`src/inc/seq_consts.vh`:
```
`ifndef SEQ_CONSTS_VH
`define SEQ_CONSTS_VH
`define PHASE_W 2
`define PHASE_ONE 2'h0
`define PHASE_TWO 2'h1
`define PHASE_THREE 2'h2
`define PHASE_FOUR 2'h3
`define PHASE_N 4
`define PHASE_STEP 2'h1
`define PHASE_OUT_RESET 4'h1
`define FLAG_RESET 1'b0
`define PC_RESET 13'h0000
`define WORD_RESET 14'h0000
`endif

```
`src/rtl/quad_phase_fetch_execute_sequencer.v`:
```
// Overview of operation
// - Divide core clock by four into four non-overlapping phases.
// - Program counter steps once per cycle in phase one, starting fetch.
// - Word at program counter captured into fetch latch at phase four.
// - Latched word presented from phase two, executed in later phases.
// - Next fetch overlaps current execute; one cycle throughput.
// - Instructions that change program counter take two cycles.
// - Data memory operand read happens in phase two of execution.
// - Data memory destination write happens in phase four of execution.
// - On a jump, the prefetched word is dropped and the target fetched.
// - In RC mode, cycle rate output runs at a quarter of input rate.
`include "seq_consts.vh"
module quad_phase_fetch_execute_sequencer #(
   parameter PC_W = 13,
   parameter WORD_W = 14
) (
   input wire core_clk_in,
   input wire rst_n_in,
   input wire rc_mode_in,
   input wire [WORD_W-1:0] prog_data_in,
   input wire jump_req_in,
   input wire [PC_W-1:0] jump_target_in,
   output reg [PC_W-1:0] prog_addr_out,
   output reg [WORD_W-1:0] instr_out,
   output reg instr_valid_out,
   output reg [3:0] phase_out,
   output reg data_read_out,
   output reg data_write_out,
   output reg cycle_rate_out
);
   // Phase index and its next value
   reg [`PHASE_W-1:0] phase;
   reg [`PHASE_W-1:0] next_phase;
   // Program counter and its next value
   reg [PC_W-1:0] pc;
   reg [PC_W-1:0] next_pc;
   // Prefetched word and whether it may be executed
   reg [WORD_W-1:0] fetch_word;
   reg fetch_ok;
   reg next_fetch_ok;
   // Execute qualifiers
   reg exec_live;
   reg take_jump;
   reg next_valid;
   // One-hot view of the coming phase
   wire [`PHASE_N-1:0] next_hot;

   // Phase match, used by several decoders below
   function is_phase;
      input [`PHASE_W-1:0] p;
      input [`PHASE_W-1:0] code;
      begin
         is_phase = (p == code);
      end
   endfunction

   // Free-running divide by four; wraps from phase four to one
   always @*
   begin
      next_phase = phase + `PHASE_STEP;
   end

   // One decoder per phase bit, so the phases can never overlap
   genvar g;
   generate
      for (g = 0; g < `PHASE_N; g = g + 1)
      begin : g_hot
         localparam [`PHASE_W-1:0] CODE = g;
         assign next_hot[g] = is_phase(next_phase, CODE);
      end
   endgenerate

   // A jump only counts for a word that is really executing
   always @*
   begin
      exec_live = instr_valid_out;
      take_jump = exec_live && jump_req_in &&
         is_phase(phase, `PHASE_FOUR);
   end

   // Valid flag as it will stand after this edge
   always @*
   begin
      // Hand-off at phase one, so strobes must see the fresh flag
      if (is_phase(phase, `PHASE_ONE))
         next_valid = fetch_ok;
      else
         next_valid = instr_valid_out;
   end

   // Next program counter: step in phase one, load on a jump
   always @*
   begin
      next_pc = pc;
      case (phase)
         `PHASE_ONE:
         begin
            next_pc = pc + {{(PC_W-1){1'b0}}, 1'b1};
         end
         `PHASE_FOUR:
         begin
            // Target is fetched in the cycle that follows
            if (take_jump)
               next_pc = jump_target_in;
         end
         default:
         begin
            next_pc = pc;
         end
      endcase
   end

   // Prefetch usable unless a jump makes it stale
   always @*
   begin
      next_fetch_ok = fetch_ok;
      if (is_phase(phase, `PHASE_FOUR))
         next_fetch_ok = !take_jump;
   end

   // Phase index; reset parks it in phase one
   always @(posedge core_clk_in or negedge rst_n_in)
   begin
      if (!rst_n_in)
         phase <= `PHASE_ONE;
      else
         phase <= next_phase;
   end

   // Phase outputs, registered from the coming phase
   always @(posedge core_clk_in or negedge rst_n_in)
   begin
      if (!rst_n_in)
         phase_out <= `PHASE_OUT_RESET;
      else
         phase_out <= next_hot;
   end

   // Program counter register
   always @(posedge core_clk_in or negedge rst_n_in)
   begin
      if (!rst_n_in)
         pc <= `PC_RESET;
      else
         pc <= next_pc;
   end

   // Address goes out as the counter steps; stands a whole cycle
   always @(posedge core_clk_in or negedge rst_n_in)
   begin
      if (!rst_n_in)
         prog_addr_out <= `PC_RESET;
      else if (is_phase(phase, `PHASE_ONE))
         prog_addr_out <= pc;
   end

   // Fetch latch; memory has three clocks to settle the word
   always @(posedge core_clk_in or negedge rst_n_in)
   begin
      if (!rst_n_in)
         fetch_word <= `WORD_RESET;
      else if (is_phase(phase, `PHASE_FOUR))
         fetch_word <= prog_data_in;
   end

   // Prefetch validity; cleared so a flushed word is never run
   always @(posedge core_clk_in or negedge rst_n_in)
   begin
      if (!rst_n_in)
         fetch_ok <= `FLAG_RESET;
      else
         fetch_ok <= next_fetch_ok;
   end

   // Hand the prefetched word to execute while the next is fetched
   always @(posedge core_clk_in or negedge rst_n_in)
   begin
      if (!rst_n_in)
         instr_out <= `WORD_RESET;
      else if (is_phase(phase, `PHASE_ONE))
         instr_out <= fetch_word;
   end

   // Execute flag; first cycle after reset is fetch only
   always @(posedge core_clk_in or negedge rst_n_in)
   begin
      if (!rst_n_in)
         instr_valid_out <= `FLAG_RESET;
      else
         instr_valid_out <= next_valid;
   end

   // Operand read strobe, one clock wide
   always @(posedge core_clk_in or negedge rst_n_in)
   begin
      if (!rst_n_in)
         data_read_out <= `FLAG_RESET;
      else
         data_read_out <= next_hot[`PHASE_TWO] && next_valid;
   end

   // Destination write strobe, one clock wide
   always @(posedge core_clk_in or negedge rst_n_in)
   begin
      if (!rst_n_in)
         data_write_out <= `FLAG_RESET;
      else
         data_write_out <= next_hot[`PHASE_FOUR] && next_valid;
   end

   // High in phases three and four; held low outside RC mode
   // Mode pin is taken as same-clock logic, so no synchroniser
   always @(posedge core_clk_in or negedge rst_n_in)
   begin
      if (!rst_n_in)
         cycle_rate_out <= `FLAG_RESET;
      else
         cycle_rate_out <= rc_mode_in &&
            (next_hot[`PHASE_THREE] || next_hot[`PHASE_FOUR]);
   end

   // Notes for integrators:
   // Program memory must settle within three clocks of an address
   // change, since the word is captured at the end of phase four.
   // A jump request is only honoured in phase four of a valid
   // execute cycle; at any other time it is ignored on purpose,
   // which keeps a flushed word from redirecting the counter.
   // The cost of a jump is one flushed cycle, traded for a
   // single fetch port with no branch target buffer.
   // Strobes are one clock wide; data memory must act on them
   // within that clock.
   // The counter wraps silently at the top of its range.
endmodule

```
`config.mk`:
```
export PLATFORM = sky130hd
export DESIGN_NAME = quad_phase_fetch_execute_sequencer
export DESIGN_NICKNAME = d
export VERILOG_FILES = /design/src/rtl/quad_phase_fetch_execute_sequencer.v
export VERILOG_INCLUDE_DIRS = /design/src /design/src/inc
export SDC_FILE = /design/constraint.sdc
export NUM_CORES = 1
export LEC_CHECK = 0
export ABC_AREA = 1
export BUFFER_PORTS_ARGS = -buffer_cell sky130_fd_sc_hd__buf_2
export CAP_MARGIN = 20
export CORE_ASPECT_RATIO = 1.4
export CORE_UTILIZATION = 50
export DETAILED_ROUTE_END_ITERATION = 10
export PLACE_DENSITY = 0.75
export SYNTH_ARGS = -nofsm -noshare
export SYNTH_HDL_FRONTEND = slang
export SYNTH_SLANG_ARGS = --single-unit
```
`constraint.sdc`:
```
create_clock -name core_clk_in -period 2.25 [get_ports core_clk_in]
set_input_delay 0.225 -clock core_clk_in [delete_from_list [all_inputs] [get_ports core_clk_in]]
set_output_delay 0.225 -clock core_clk_in [all_outputs]
set_load 0.1 [all_outputs]
```
==> flow_metrics.py <==
metrics = {
    "logic_synthesis": {
        "ys_async_sr_fraction_pct": 100.0,
        "synthTopCellsByCount": "144 x nand2_1, 64 x dfrtp_1, 24 x o21ai_0",
        "yosys_warnings": 0,
        "netlist_area_um2": 2829,
        "synth_top_family_by_area": "simple AND/OR/NAND/NOR gates",
        "synthDistinctLibCells": 30,
        "synth_seq_cells": 65,
        "synthTopCellsByArea": "dfrtp_1 57%, nand2_1 19%, o21ai_0 4.2%",
        "synth-edff-count": 0,
        "seq_area_frac_synth_pct": 57.54,
        "synth_cells": 328,
        "synth_xor_area_share_pct": 0,
        "synth_fa_ha_area_share_pct": 2.211,
        "syn_nets": 364,
        "synth_ff_type": "dfrtp_1",
        "synth-compound-area-share_pct": 7.519,
        "synth_top_area_cell": "dfrtp_1",
        "synth.top_cell.area_share_pct": 56.61,
        "syn_area_per_cell_um2": 8.625,
        "synthMuxAreaShare_pct": 0,
        "synth.most_common_cell": "nand2_1",
        "synthSimpleGateAreaFrac_pct": 26.89,
    },
    "hold_path": {
        "hold_class": "in2reg",
    },
    "worst_setup_path": {
        "worst_setup_path_start_kind": "flop",
        "path_class": "reg2reg",
        "worstPathMaxFanout": 16,
        "rrSetupSlack_ps": 560,
        "required_ps": 2480,
        "critPathCaptureType": "flop",
        "crit_end": "pc[7]",
        "critPathArrivalTime_ps": 1920,
        "crit_path_start": "phase[0]",
        "r2r_start": "phase[0]",
        "rr_worst_depth": 9,
        "reg2reg_to": "pc[7]",
    },
    "routing": {
        "wl_per_cell_um": 12.52,
        "vias_per_cell": 4.915,
        "ant_nets": 0,
        "drcViolationCount": 0,
        "dr.pass1.iters": 4,
        "via_count": 2310,
        "first_iter_violations": 110,
        "wirelength_um": 5886,
    },
    "timing": {
        "timing.final.crit_share_pct": 75.06,
        "slew_violations": 0,
        "tightest_slew_ps": 496.3,
        "period_needed_ps": 1689,
        "tns_ps": 0,
        "rsz0062_at_grt": "no",
        "finClkSkew_ps": 5.136,
        "max_slew_margin_pct": 67.14,
        "finalHoldViolations": 0,
        "setup_viol": 0,
        "max_freq_ghz": 0.5921,
    },
    "grt": {
        "grt_max_degree": 66,
        "gr-total-overflow": 0,
        "grt_pass1_vias": 2175,
        "use_met1_pct": 26.13,
        "grtUsageMet3_pct": 4.648,
        "grt-busiest-layer": "met2",
        "antenna_found_initial": 0,
        "grt_pass1_wl_um": 9942,
        "grtUsageMet2_pct": 37.37,
        "gr-usage-all-layers_pct": 22.39,
    },
    "pwr": {
        "p_per_area_nw_per_um2": 967.2,
        "total_power_uw": 3319,
        "p_leak_uw": 0.001853,
        "ir_drop_mv": 0.5494,
    },
    "cells_and_area": {
        "drive_gt1_share_pct": 24.38,
        "diodes": 0,
        "final_nets": 433,
        "syn2layout_area_growth_pct": 21.32,
        "final_cell_count_no_fill": 470,
    },
    "clocking": {
        "clock-sinks": 65,
        "clkSlewWorstSetupHoldPaths_ps": 70,
        "cts.repair.resized": 0,
        "clockBufferDepth": 2,
        "clk_latency_ps": 340,
        "htreeDepth": 3,
        "cts_made_buffers": 9,
        "cts_tree": "done",
        "root_buffer": "clkbuf_8",
    },
    "floorplanning": {
        "ios": 66,
        "fp.dieH_um": 91,
        "fp.dieW_um": 65.57,
        "start_util_pct": 51.57,
        "dieArea_um2": 5967,
        "rows": 32,
        "core-area_um2": 5485,
    },
    "placed_design": {
        "dp_cells": 453,
        "io_buffers": 65,
        "globalplace.congestion": 0.8524,
        "dp_hpwl_um": 4172,
    },
    "flow_run": {
        "drv_cap": 0,
    },
    "run_status": {
        "status": "completed",
    },
}
==> worst min path at each step <==
stage / startpoint / to / slack, ps / depth (start not counted)
final: rc_mode_in / cycle_rate_out / 70 / 3
after global routing: rc_mode_in / cycle_rate_out / 80 / 3
after CTS: rc_mode_in / cycle_rate_out / 60 / 3
after detailed placement: rst_n_in / prog_addr_out[12] / 270 / 2
after global placement: rst_n_in / pc[2] / 270 / 2
after floorplan: rst_n_in / cycle_rate_out / -70 / 0
==> where the power goes <==
| part | internal, µW | switching, µW |
|---|---|---|
| Clock | 569 | 423 |
| Combinational | 185 | 724 |
| Sequential | 1310 | 113 |
| Total | 2060 | 1260 |
==> sequential cells by signal, summed over array words and instances (netlist names) <==
signal and cells:
instr_out 14, fetch_word 14, pc 13, data_read_out 1, instr_valid_out 1, phase_out 4, phase 2, cycle_rate_out 1
fetch_ok 1, prog_addr_out 13, data_write_out 1
==> placed cells by master (no fill, tap or decap), types with 2 or more instances in the layout <==
cell type	Yosys	final
ha_1	5	5
buf_12	0	2
nand2_2	2	2
clkinv_2	0	2
nand4_1	2	2
nand3_1	11	11
clkbuf_1	2	2
nand2_1	144	144
o21ai_0	24	24
buf_4	5	4
inv_2	2	2
buf_2	6	65
clkbuf_8	0	11
a22oi_1	3	3
a21oi_1	5	5
dfrtp_1	64	64
nor2_2	2	2
nor2_1	16	16
inv_1	19	19
o21ai_1	3	3
==> cell type report <==
class / instances / area [µm²]
fill: 454 / 2053
clock inverter: 3 / 40.04
tap: 68 / 85.08
clock buffer: 13 / 158.9
timing repair buffer: 72 / 405.4
multi-input combinational: 228 / 1036
sequential: 65 / 1628
inverter: 21 / 78.83
==> metal layers <==
layer | part of all wire [%] | vias up
met5 | 0 | -
met4 | 3.0 | 0
met3 | 4.0 | 15
met2 | 51 | 63
met1 | 42 | 1070
li1 | - | 1162
==> worst max-delay path, stage by stage, from the launching register on <==
cell and delay [ps]:
dfrtp_1 400, ha_1 240, inv_2 230, nand2_2 100, nand2_4 170, inv_2 130
a21oi_1 130, nand2_1 60, o21ai_1 70, inv_1 50
==> logic make-up after synthesis <==
logic type / Yosys count
buffers and inverters: 35
flip-flops: 65
AND/OR/NAND/NOR: 184
adder cells (fa/ha/maj): 5
AO/OA/AOI/OAI: 39
==> metrics by stage <==
step,setup slack (ps),cell area (µm²),util [%],hold WS [ps]
floorplan,511.3,2829,-,-70.59
global placement,613.3,3223,58.76,267.5
detailed placement,559.8,3223,58.76,266.6
CTS,559.8,3432,62.57,61.60
global route,390.3,3432,62.57,76.83
finish,561.2,3432,62.57,68.86
==> repair_timing <==
item,4_1_cts,5_1_grt
hold endpoints to repair,64,0
hold buffers,1,0
setup buffers,0,0
Note: power is estimated with default switching activity, not from simulation.
